**config.mk**
```make
export PLATFORM = sky130hd
export DESIGN_NAME = mcmr_front_end
export DESIGN_NICKNAME = d
export VERILOG_FILES = /design/src/verilog/mcmr_wave_rate.v /design/src/verilog/mcmr_front_end.v
export VERILOG_INCLUDE_DIRS = /design/src /design/src/verilog
export SDC_FILE = /design/constraint.sdc
export NUM_CORES = 1
export LEC_CHECK = 0
export ABC_AREA = 1
export BUFFER_PORTS_ARGS = -buffer_cell sky130_fd_sc_hd__buf_2
export CAP_MARGIN = 20
export CORE_MARGIN = 2
export CORE_UTILIZATION = 56
export DETAILED_ROUTE_END_ITERATION = 6
export GPL_ROUTABILITY_DRIVEN = 0
export GPL_TIMING_DRIVEN = 0
export PLACE_DENSITY = 0.76
export SYNTH_ARGS = -nofsm -noshare
export SYNTH_HDL_FRONTEND = slang
export SYNTH_SLANG_ARGS = --single-unit
```
**constraint.sdc**
```tcl
create_clock -name clk -period 1.93 [get_ports clk]
set_clock_uncertainty 0.2 [all_clocks]
set_input_delay 0.193 -clock clk [delete_from_list [all_inputs] [get_ports clk]]
set_output_delay 0.193 -clock clk [all_outputs]
set_load 0.01 [all_outputs]
```
**src/verilog/mcmr_consts.vh**
```
`ifndef MCMR_CONSTS_VH
`define MCMR_CONSTS_VH

// transfer command byte layout
`define MCMR_CMD_DIR_BIT        7
`define MCMR_CMD_IDX_MSB        5
`define MCMR_CMD_IDX_LSB        0

// register indices
`define MCMR_OPCFG_INDEX        6'h09

// operating configuration field positions
`define MCMR_HPF_BYP_BIT        0
`define MCMR_LPF_BYP_BIT        1
`define MCMR_PULSE_OFF_BIT      2
`define MCMR_SAG_OFF_BIT        3
`define MCMR_SUSPEND_BIT        4
`define MCMR_TEMP_GO_BIT        5
`define MCMR_SOFT_RST_BIT       6
`define MCMR_CYCLE_ACC_BIT      7
`define MCMR_SHORT1_BIT         8
`define MCMR_SHORT2_BIT         9
`define MCMR_SWAP_BIT           10
`define MCMR_RATE_LSB           11
`define MCMR_RATE_MSB           12

// operating configuration reset value
`define MCMR_OPCFG_RESET        16'h000C

// soft reset quiet time
`define MCMR_CLK_PERIOD_NS      8
`define MCMR_SOFT_QUIET_NS      18000
`define MCMR_SOFT_QUIET_CYC     ((`MCMR_SOFT_QUIET_NS + `MCMR_CLK_PERIOD_NS - 1) / `MCMR_CLK_PERIOD_NS)

// waveform rate: master clock divided by base shifted by the select code
`define MCMR_RATE_BASE_DIV      128

`endif

```
**src/verilog/mcmr_wave_rate.v**
```verilog
`timescale 1ns/1ps
`include "mcmr_consts.vh"

module mcmr_wave_rate
#(
    parameter CNT_W = 10
)
(
    input  wire             clk,
    input  wire             reset_n,
    input  wire [1:0]       waveform_rate_select,
    output reg              wave_tick
);

    reg  [CNT_W-1:0] count_reg;
    wire [CNT_W-1:0] last_count;
    wire [CNT_W:0]   period_full;
    wire [31:0]      period_wide;

    // 128, 256, 512 or 1024 clocks per sample
    assign period_wide = `MCMR_RATE_BASE_DIV << waveform_rate_select;
    assign period_full = period_wide[CNT_W:0];
    assign last_count  = period_full[CNT_W-1:0] - {{(CNT_W-1){1'b0}}, 1'b1};

    always @(posedge clk or negedge reset_n)
    begin
        if (!reset_n)
        begin
            count_reg <= {CNT_W{1'b0}};
            wave_tick <= 1'b0;
        end
        else if (count_reg >= last_count)
        begin
            count_reg <= {CNT_W{1'b0}};
            wave_tick <= 1'b1;
        end
        else
        begin
            count_reg <= count_reg + {{(CNT_W-1){1'b0}}, 1'b1};
            wave_tick <= 1'b0;
        end
    end

endmodule

```
**src/verilog/mcmr_front_end.v**
```verilog
// Function
// - every transaction opens with one command byte
// - command byte is write-only, steers next phase
// - command bits 0-5 pick the register
// - bit 7 one: following data is write
// - bit 7 zero: following data is read
// - configuration register at 0x09, applied on write
// - bit 0 bypasses current high-pass, reset 0
// - bit 1 bypasses power low-pass, reset 0
// - bit 2 disables pulse output, reset 1
// - bit 3 disables sag detection, reset 1
// - bit 4 suspends both converters, reset 0
// - bit 5 starts temperature conversion, self-clears
// - soft reset, then 18 us without transfers
// - bit 7 selects line-cycle accumulation, reset 0
// - bit 10 swaps channel inputs between converters
// - bits 12:11 pick clock divide 128..1024
`timescale 1ns/1ps
`include "mcmr_consts.vh"

module mcmr_front_end
#(
    parameter QUIET_CYCLES = `MCMR_SOFT_QUIET_CYC
)
(
    input  wire             clk,
    input  wire             reset_n,
    input  wire             frame_active,
    input  wire             rx_valid,
    input  wire [7:0]       rx_byte,
    input  wire             tx_req,
    output reg              tx_valid,
    output reg  [7:0]       tx_byte,
    output reg  [5:0]       ext_index,
    output reg              ext_wr,
    output reg  [7:0]       ext_wdata,
    output reg              ext_rd,
    input  wire [7:0]       ext_rdata,
    input  wire             temp_done,
    output reg              temp_start,
    output reg              soft_reset_pulse,
    output reg              xfer_blocked,
    output reg              current_highpass_bypass,
    output reg              power_lowpass_bypass,
    output reg              pulse_output_off,
    output reg              sag_detect_off,
    output reg              converter_suspend,
    output reg              temperature_convert_go,
    output reg              line_cycle_accumulate,
    output reg              first_input_short,
    output reg              second_input_short,
    output reg              input_swap,
    output reg  [1:0]       waveform_rate_select,
    output reg              wave_tick
);

    localparam ST_CMD  = 2'b00;
    localparam ST_WR   = 2'b01;
    localparam ST_RD   = 2'b10;
    localparam ST_DONE = 2'b11;

    reg  [1:0]  state_reg;
    reg  [1:0]  state_next;
    reg  [5:0]  target_register_index;
    reg         byte_sel_reg;
    reg  [7:0]  high_hold_reg;
    reg  [15:0] opcfg_reg;
    reg  [15:0] opcfg_next;
    reg  [11:0] quiet_reg;
    reg         cfg_write;
    reg         soft_hit;
    wire        quiet_busy;
    wire        rate_tick;
    wire        cmd_take;
    wire        wr_take;
    wire        rd_take;
    wire [15:0] written_word;

    assign quiet_busy   = (quiet_reg != 12'h000);
    assign written_word = {high_hold_reg, rx_byte};

    // bytes count only inside an open frame; commands wait out the quiet time
    assign cmd_take     = (state_reg == ST_CMD) && rx_valid && frame_active && !quiet_busy;
    assign wr_take      = (state_reg == ST_WR) && rx_valid && frame_active;
    assign rd_take      = (state_reg == ST_RD) && tx_req && frame_active;

    // transfer sequencer: command byte, then data bytes until frame ends; a config write ends after its second byte
    always @*
    begin
        state_next = state_reg;
        case (state_reg)
            ST_CMD:
            begin
                if (rx_valid && !quiet_busy)
                begin
                    if (rx_byte[`MCMR_CMD_DIR_BIT])
                        state_next = ST_WR;
                    else
                        state_next = ST_RD;
                end
            end
            ST_WR:
            begin
                if (rx_valid && byte_sel_reg &&
                    target_register_index == `MCMR_OPCFG_INDEX)
                    state_next = ST_DONE;
            end
            ST_RD:
            begin
                state_next = ST_RD;
            end
            default:
            begin
                state_next = ST_DONE;
            end
        endcase
        if (!frame_active)
            state_next = ST_CMD;
    end

    always @*
    begin
        cfg_write = (state_reg == ST_WR) && rx_valid && byte_sel_reg &&
                    frame_active && (target_register_index == `MCMR_OPCFG_INDEX);
        soft_hit  = cfg_write && written_word[`MCMR_SOFT_RST_BIT];
    end

    // configuration register update
    always @*
    begin
        opcfg_next = opcfg_reg;
        if (temp_done)
            opcfg_next[`MCMR_TEMP_GO_BIT] = 1'b0;
        if (cfg_write)
        begin
            opcfg_next = written_word;
            opcfg_next[`MCMR_SOFT_RST_BIT] = 1'b0;
        end
        // a soft reset discards the rest of the written word
        if (soft_hit)
            opcfg_next = `MCMR_OPCFG_RESET;
    end

    // sequencer state and the configuration register
    always @(posedge clk or negedge reset_n)
    begin
        if (!reset_n)
        begin
            state_reg <= ST_CMD;
            opcfg_reg <= `MCMR_OPCFG_RESET;
        end
        else
        begin
            state_reg <= state_next;
            opcfg_reg <= opcfg_next;
        end
    end

    // command capture and byte select; the select flips after each data byte
    always @(posedge clk or negedge reset_n)
    begin
        if (!reset_n)
        begin
            target_register_index <= 6'h00;
            byte_sel_reg          <= 1'b0;
            high_hold_reg         <= 8'h00;
        end
        else
        begin
            if (cmd_take)
            begin
                // command byte is consumed, never stored for readback
                target_register_index <= rx_byte[`MCMR_CMD_IDX_MSB:`MCMR_CMD_IDX_LSB];
                byte_sel_reg          <= 1'b0;
            end
            else if (wr_take)
            begin
                high_hold_reg <= rx_byte;
                byte_sel_reg  <= ~byte_sel_reg;
            end
            else if (rd_take)
            begin
                byte_sel_reg <= ~byte_sel_reg;
            end
            // a lone first byte is dropped when the frame closes
            if (!frame_active)
                byte_sel_reg <= 1'b0;
        end
    end

    // quiet time after a soft reset; commands are refused while it runs
    always @(posedge clk or negedge reset_n)
    begin
        if (!reset_n)
        begin
            quiet_reg <= 12'h000;
        end
        else if (soft_hit)
        begin
            quiet_reg <= QUIET_CYCLES[11:0];
        end
        else if (quiet_busy)
        begin
            quiet_reg <= quiet_reg - 12'h001;
        end
    end

    // byte paths toward other registers and back to the host
    always @(posedge clk or negedge reset_n)
    begin
        if (!reset_n)
        begin
            tx_valid         <= 1'b0;
            tx_byte          <= 8'h00;
            ext_index        <= 6'h00;
            ext_wr           <= 1'b0;
            ext_wdata        <= 8'h00;
            ext_rd           <= 1'b0;
            temp_start       <= 1'b0;
            soft_reset_pulse <= 1'b0;
            xfer_blocked     <= 1'b0;
        end
        else
        begin
            tx_valid         <= 1'b0;
            ext_wr           <= 1'b0;
            ext_rd           <= 1'b0;
            temp_start       <= cfg_write && !soft_hit &&
                                written_word[`MCMR_TEMP_GO_BIT];
            soft_reset_pulse <= soft_hit;
            xfer_blocked     <= soft_hit || (quiet_reg > 12'h001);
            ext_index        <= target_register_index;
            // other registers pass through one byte per data phase
            if (state_reg == ST_WR && rx_valid && frame_active &&
                target_register_index != `MCMR_OPCFG_INDEX)
            begin
                ext_wr    <= 1'b1;
                ext_wdata <= rx_byte;
            end
            if (state_reg == ST_RD && tx_req && frame_active)
            begin
                tx_valid <= 1'b1;
                if (target_register_index == `MCMR_OPCFG_INDEX)
                begin
                    // high byte first, then low byte
                    if (byte_sel_reg)
                        tx_byte <= opcfg_reg[7:0];
                    else
                        tx_byte <= opcfg_reg[15:8];
                end
                else
                begin
                    ext_rd  <= 1'b1;
                    tx_byte <= ext_rdata;
                end
            end
        end
    end

    // configuration fields driven out as flops
    always @(posedge clk or negedge reset_n)
    begin
        if (!reset_n)
        begin
            current_highpass_bypass <= 1'b0;
            power_lowpass_bypass    <= 1'b0;
            pulse_output_off        <= 1'b1;
            sag_detect_off          <= 1'b1;
            converter_suspend       <= 1'b0;
            temperature_convert_go  <= 1'b0;
            line_cycle_accumulate   <= 1'b0;
            first_input_short       <= 1'b0;
            second_input_short      <= 1'b0;
            input_swap              <= 1'b0;
            waveform_rate_select    <= 2'b00;
            wave_tick               <= 1'b0;
        end
        else
        begin
            current_highpass_bypass <= opcfg_reg[`MCMR_HPF_BYP_BIT];
            power_lowpass_bypass    <= opcfg_reg[`MCMR_LPF_BYP_BIT];
            pulse_output_off        <= opcfg_reg[`MCMR_PULSE_OFF_BIT];
            sag_detect_off          <= opcfg_reg[`MCMR_SAG_OFF_BIT];
            converter_suspend       <= opcfg_reg[`MCMR_SUSPEND_BIT];
            temperature_convert_go  <= opcfg_reg[`MCMR_TEMP_GO_BIT];
            line_cycle_accumulate   <= opcfg_reg[`MCMR_CYCLE_ACC_BIT];
            first_input_short       <= opcfg_reg[`MCMR_SHORT1_BIT];
            second_input_short      <= opcfg_reg[`MCMR_SHORT2_BIT];
            input_swap              <= opcfg_reg[`MCMR_SWAP_BIT];
            waveform_rate_select    <= opcfg_reg[`MCMR_RATE_MSB:`MCMR_RATE_LSB];
            wave_tick               <= rate_tick;
        end
    end

    mcmr_wave_rate
    #(
        .CNT_W (10)
    )
    u_rate
    (
        .clk                  (clk),
        .reset_n              (reset_n),
        .waveform_rate_select (opcfg_reg[`MCMR_RATE_MSB:`MCMR_RATE_LSB]),
        .wave_tick            (rate_tick)
    );

endmodule

```
; ---- Yosys cells after proc, flatten, opt, wreduce, memory -nomap -nowiden
; Cells that the tools add are included.
[totals]
ff_bits = 97
output_inout_bits = 41
wordCells = 94
[classes]
addsub = 3
magnitude_cmp = 2
eq_ne = 7
shifts = 1
mux = 22
bitwise = 2
reduce_logical = 27
[op_table]
columns = operator, count
row1 = $mux 16, 2
row2 = $mux 12, 2
row3 = $logic_and 1x1->1, 17
row4 = $mux 8, 2
row5 = $gt 12x1->1 const B, 1
row6 = $reduce_bool 12->1, 1
row7 = $sub 12x1->12 const B, 1
row8 = $add 10x1->10 const B, 1
row9 = $ge 10x10->1, 1
row10 = $mux 1, 10
row11 = $mux 10, 1
row12 = $shl 8x2->10 const A, 1
row13 = $sub 10x1->10 const B, 1
row14 = $mux 2, 4
row15 = $eq 6x4->1 const B, 1
row16 = $ne 6x4->1 const B, 1
row17 = $pmux 2 s3, 1
row18 = $ne 4x1->1 const B, 1
row19 = $reduce_and 2->1, 2
row20 = $reduce_bool 2->1, 2
row21 = $ne 3x2->1 const B, 1
row22 = $ne 3x3->1 const B, 1
row23 = $reduce_bool 3->1, 1
row24 = $eq 2x1->1 const B, 1
row25 = other kinds (5), 7

; ---- Logic depth before layout (Yosys ltp)
[logic_depth]
word_depth = 9
mapped_depth = 10
ltp_nobuf = 9

; ---- Hierarchy
; From an unflattened synthesis, not the netlist that was laid out.
[hier_totals]
cells_unflattened = 473
hier_area_um2 = 4483.0
[modules_own_cells]
columns = mod, n_inst, cells_each, area_per_inst_um2
row1 = mcmr_front_end, 1, 394, 3798.6
row2 = mcmr_wave_rate, 1, 79, 684.4

; ---- Least setup slack after synthesis
; OpenSTA, ideal clock, no wires.
[synth_timing]
path_type = reg-to-reg
from = register quiet_reg[0]
to = register target_register_index[5]
arrival_time_ns = 1.320
t_required_ns = 1.611
path_slack_ns = 0.291
stages_incl_launch_ff = 9
path_buffers = 1
period_less_slack_ns = 1.639
path_cell_list = dfrtp_1 > inv_1 > ha_1 > nand2_2 > nor3_4 > nand2_2 > buf_6 > nand2_1 > o21ai_2
[synth_via]
elab_chain_len = 3
[synth_rtl]
columns = item, line
row1 = start: declaration, mcmr_front_end.v:69  ; reg [11:0] quiet_reg;
row2 = start signal: assignment, mcmr_front_end.v:200  ; quiet_reg <= QUIET_CYCLES[11:0];
row3 = start signal: assignment, mcmr_front_end.v:204  ; quiet_reg <= quiet_reg - 12'h001;
row4 = $reduce_bool 12->1, mcmr_front_end.v:79  ; assign quiet_busy = (quiet_reg != 12'h000);
row5 = $logic_not 1->1, mcmr_front_end.v:83  ; assign cmd_take = (state_reg == ST_CMD) && rx_valid && frame_active && !quiet_busy;
row6 = $logic_and 1x1->1, mcmr_front_end.v:83
row7 = end signal: assignment, mcmr_front_end.v:173  ; target_register_index <= rx_byte[`MCMR_CMD_IDX_MSB:`MCMR_CMD_IDX_LSB];
row8 = end: declaration, mcmr_front_end.v:64  ; reg [5:0] target_register_index;
; No other way between the ends.
; A chain may end at the register's enable or synchronous reset.

; ---- Worst setup path after layout
; Same ends and word-level chain as after synthesis.

==> tab_implementation.tex <==
\begin{tabular}{lr}
\hline
Metric & Value \\
\hline
\multicolumn{2}{l}{\textbf{Final layout}} \\
\quad Max FFs per register & 15 \\
\quad Post-Layout Inst Area & 0.00500 mm2 \\
\quad Antenna cells & 0 \\
\quad Area of the multi-input gates & 0.00149 mm2 \\
\quad Final-stage net count & $\sim$570 \\
\quad Relative area change from synthesis to final layout & 20.4\% \\
\quad Share of post-route cells with drive strength above 1 & 0.233 \\
\quad Register area & 0.00241 mm2 \\
\quad Final Util & 0.693 \\
\quad \# fillers & 599 \\
\quad Fin cells & between 600 and 700 \\
\multicolumn{2}{l}{\textbf{Worst setup path}} \\
\quad Worst setup endpoint & target\_register\_index[5] \\
\quad Start point of the critical path & quiet\_reg[0] \\
\quad Worst r2r src & quiet\_reg[0] \\
\quad Worst Reg2Reg Path Length in Cells & 8 \\
\quad WP data required & between 1500 and 2000 ps \\
\quad Signal arrival time at the worst endpoint & 1830 ps \\
\quad Worst r2r dst & target\_register\_index[5] \\
\quad Critical Path Fanout Max & 10 \\
\quad Kind of start point of the critical path & flip-flop \\
\quad Reg-to-reg setup timing slack & 140 ps \\
\quad Type of the worst setup path & flip-flop to flip-flop \\
\quad CP Capture Type & flip-flop \\
\multicolumn{2}{l}{\textbf{Clocking}} \\
\quad Post CTS Setup Buffer Count & 0 \\
\quad \# clock sinks & 96 \\
\quad Clk\_lat worst skew & 350 ps \\
\quad Post-CTS clock slew at the launch and capture registers of the worst setup and hold paths & 90 ps \\
\quad CTS root buffer & sky130\_fd\_sc\_hd\_\_clkbuf\_8 \\
\quad H-tree Lvls & 3 \\
\quad Number of buffers inserted during clock tree synthesis & 9 \\
\quad Maximum count of clock buffers along a single path & 2 \\
\quad TritonCTS clock tree & yes \\
\multicolumn{2}{l}{\textbf{Floorplan}} \\
\quad Std-Cell Rows & 31 \\
\quad Boundary pin count & 63 \\
\quad Die ar. & slightly above 0.008 mm2 \\
\quad Placeable core area & 0.00721 mm2 \\
\quad Die Span Y & 90.1 um \\
\quad Starting density of the core & 0.576 \\
\quad Die Span X & around 90 um \\
\multicolumn{2}{l}{\textbf{Flow run}} \\
\quad Max-cap viol count & 0 \\
\multicolumn{2}{l}{\textbf{Pwr}} \\
\quad Net Sw Frac & 0.296 \\
\quad Total Power & between 4 and 5 mW \\
\quad Largest voltage drop on the vdd net & 0.698 mV \\
\quad Sequential fraction of design power & 0.545 \\
\quad Leakage Power & approximately 2.6 nW \\
\quad Power Internal & 3.11 mW \\
\quad Switching component of the power & 1.31 mW \\
\quad Proportion of power drawn by the clock network & 0.275 \\
\quad Pwr Density & 884 mW/mm2 \\
\quad Combinational share of power & 0.181 \\
\multicolumn{2}{l}{\textbf{Synth}} \\
\quad Portion of the post-synthesis area used by sequential elements & 0.579 \\
\quad Gate count of the mapped netlist & 445 \\
\quad Synthesized area divided by synthesized cell count & 9.34 um2 \\
\quad Post-synthesis register bit count & 96 \\
\quad Synth warn & 0 \\
\quad Netlist area before placement & 0.00416 mm2 \\
\quad Total nets after synthesis & 474 \\
\quad Post-synthesis cell type count & 32 \\
\multicolumn{2}{l}{\textbf{Timing}} \\
\quad Number of hold violations in the final report & 0 \\
\quad Highest attainable clock frequency & 560 MHz \\
\quad Slew @ Worst Pin & approximately 480 ps \\
\quad Min setup slack post-route & 145 ps \\
\quad Post-layout minimum cycle time & 1790 ps \\
\quad Setup repair after global routing missed its margin & no \\
\quad Fin Hold WS & 61.1 ps \\
\quad Relative max-transition margin & 0.681 \\
\quad Setup violation total in the final timing report & 0 \\
\quad Setup TNS & 0 ps \\
\quad Pins Over Slew Limit & 0 \\
\quad Final Cycle Share & 0.925 \\
\multicolumn{2}{l}{\textbf{Route}} \\
\quad Pre-antenna DRT Iters & 4 \\
\quad Number of nets still failing antenna checks after routing & 0 \\
\quad Total vias in the final route & 3230 \\
\quad DRC marker count from the first detailed-route iteration & 126 \\
\quad Total routed wirelength & 8.68 mm \\
\quad Via density per instance & 5.02 \\
\quad Average wire per standard cell & around 13 um \\
\quad Post-detailed-route DRC marker count & 0 \\
\multicolumn{2}{l}{\textbf{Placement}} \\
\quad Port bufs & 62 \\
\quad Cell area after placement & 0.00462 mm2 \\
\quad Final HPWL DP & 6.20 mm \\
\quad Pre-CTS setup slack & about 130 ps \\
\quad Placed Cells incl. Taps & 607 \\
\multicolumn{2}{l}{\textbf{Worst hold path}} \\
\quad Hold WC Path Type & primary input to flip-flop \\
\quad WHS Path Cells & 4 \\
\multicolumn{2}{l}{\textbf{GRT}} \\
\quad Pin count of the biggest net entering global routing & 60 \\
\quad First-pass GRT wire length & 15.1 mm \\
\quad Total global routing overflow & 0 \\
\quad Initial antenna violation count & 0 \\
\quad All-layer global routing usage & 0.231 \\
\quad Via count of the first global-routing pass & 3275 \\
\multicolumn{2}{l}{\textbf{Run status}} \\
\quad Outcome & finished clean \\
\hline
\end{tabular}
worst max-delay path, stage by stage, from the launching register on:
cell and delay [ps]:
sky130_fd_sc_hd__dfrtp_1 410, sky130_fd_sc_hd__inv_1 190, sky130_fd_sc_hd__ha_1 190, sky130_fd_sc_hd__nand2_2 80, sky130_fd_sc_hd__nor3_4 230, sky130_fd_sc_hd__nand2_2 100, sky130_fd_sc_hd__buf_6 160, sky130_fd_sc_hd__nand2_1 70
sky130_fd_sc_hd__o21ai_2 50
placed cells by master, fill, tap and decap left out, types with 6 or more instances in the layout:
| master | netlist | layout |
|---|---|---|
| sky130_fd_sc_hd__nor2_1 | 41 | 41 |
| sky130_fd_sc_hd__o21ai_0 | 43 | 43 |
| sky130_fd_sc_hd__ha_1 | 7 | 7 |
| sky130_fd_sc_hd__dfrtp_1 | 92 | 91 |
| sky130_fd_sc_hd__xor2_1 | 7 | 7 |
| sky130_fd_sc_hd__or2_2 | 6 | 6 |
| sky130_fd_sc_hd__inv_1 | 40 | 40 |
| sky130_fd_sc_hd__buf_6 | 6 | 6 |
| sky130_fd_sc_hd__buf_2 | 1 | 62 |
| sky130_fd_sc_hd__nand3_1 | 24 | 24 |
| sky130_fd_sc_hd__dlygate4sd3_1 | 0 | 20 |
| sky130_fd_sc_hd__o21ai_2 | 6 | 6 |
| sky130_fd_sc_hd__a21oi_1 | 10 | 10 |
| sky130_fd_sc_hd__nand2_1 | 110 | 110 |
| sky130_fd_sc_hd__clkbuf_8 | 0 | 10 |
per-layer routing:
layer | share of wire | vias to the layer above | track usage
li1 | - | 1602 | -
met1 | 0.44 | 1542 | 0.299
met2 | 0.50 | 72 | 0.388
met3 | 0.042 | 14 | 0.0495
met4 | 0.019 | 0 | 0.0833
met5 | 0 | - | 0
kinds of logic after synthesis:
group                    Yosys count  synth area share
AO/OA/AOI/OAI                     65            0.0846
XOR/XNOR                          10            0.0211
adder cells (fa/ha/maj)            7            0.0211
buffers and inverters             56            0.0629
flip-flops                        96             0.579
AND/OR/NAND/NOR                  211             0.231
area by class of cell:
type,instances,area share
well taps,99,0.0248
clock buffers,11,0.0283
repair buffers,83,0.108
plain buffers,11,0.0185
flip-flops and latches,96,0.482
clock inverters,5,0.00776
inverters,45,0.0338
multi-input cells,293,0.297
power groups by stage:
| stage | Combinational [mW] | Clock [mW] | Sequential, mW |
|---|---|---|---|
| 4_1_cts | 0.805 | 1.24 | 2.41 |
| 2_1_floorplan | 0.358 | 0 | 2.51 |
| 3_5_place_dp | 0.773 | 0 | 2.44 |
| 6_report | 0.798 | 1.21 | 2.41 |
| 5_1_grt | 0.897 | 1.30 | 2.44 |
| 3_3_place_gp | 0.732 | 0 | 2.44 |
synthesized netlist by cell type, drive strengths merged:
cell type  instances  area share
nand2            116        0.11
buf                8       0.019
ha                 7       0.021
nor3               6      0.0099
nor2              47       0.048
dfstp              4       0.025
nand4              6       0.011
xnor2              3      0.0063
or2                6      0.0090
a21oi             10       0.012
dfrtp             92        0.55
inv               45       0.041
nand3b             3      0.0054
a31o               1      0.0021
o21ai             54       0.070
clkbuf             3      0.0030
nand3             27       0.038
xor2               7       0.015
worst min-delay path by stage:
| stage | slack (ps) | to | from |
|---|---|---|---|
| finish | 60 | byte_sel_reg | rx_valid |
| floorplan | -300 | byte_sel_reg | reset_n |
| global placement | 130 | wave_tick | u_rate.wave_tick |
| CTS | 30 | byte_sel_reg | rx_valid |
| detailed placement | -10 | quiet_reg[9] | reset_n |
| global route | 60 | byte_sel_reg | rx_valid |
timing repair:
action                                 CTS  global route
endpoints found under the hold margin   64             0
setup endpoints to repair                0             7
gates resized for setup                  0             1
hold buffers                            20             0
No activity file was read; power rests on OpenSTA's default activity.
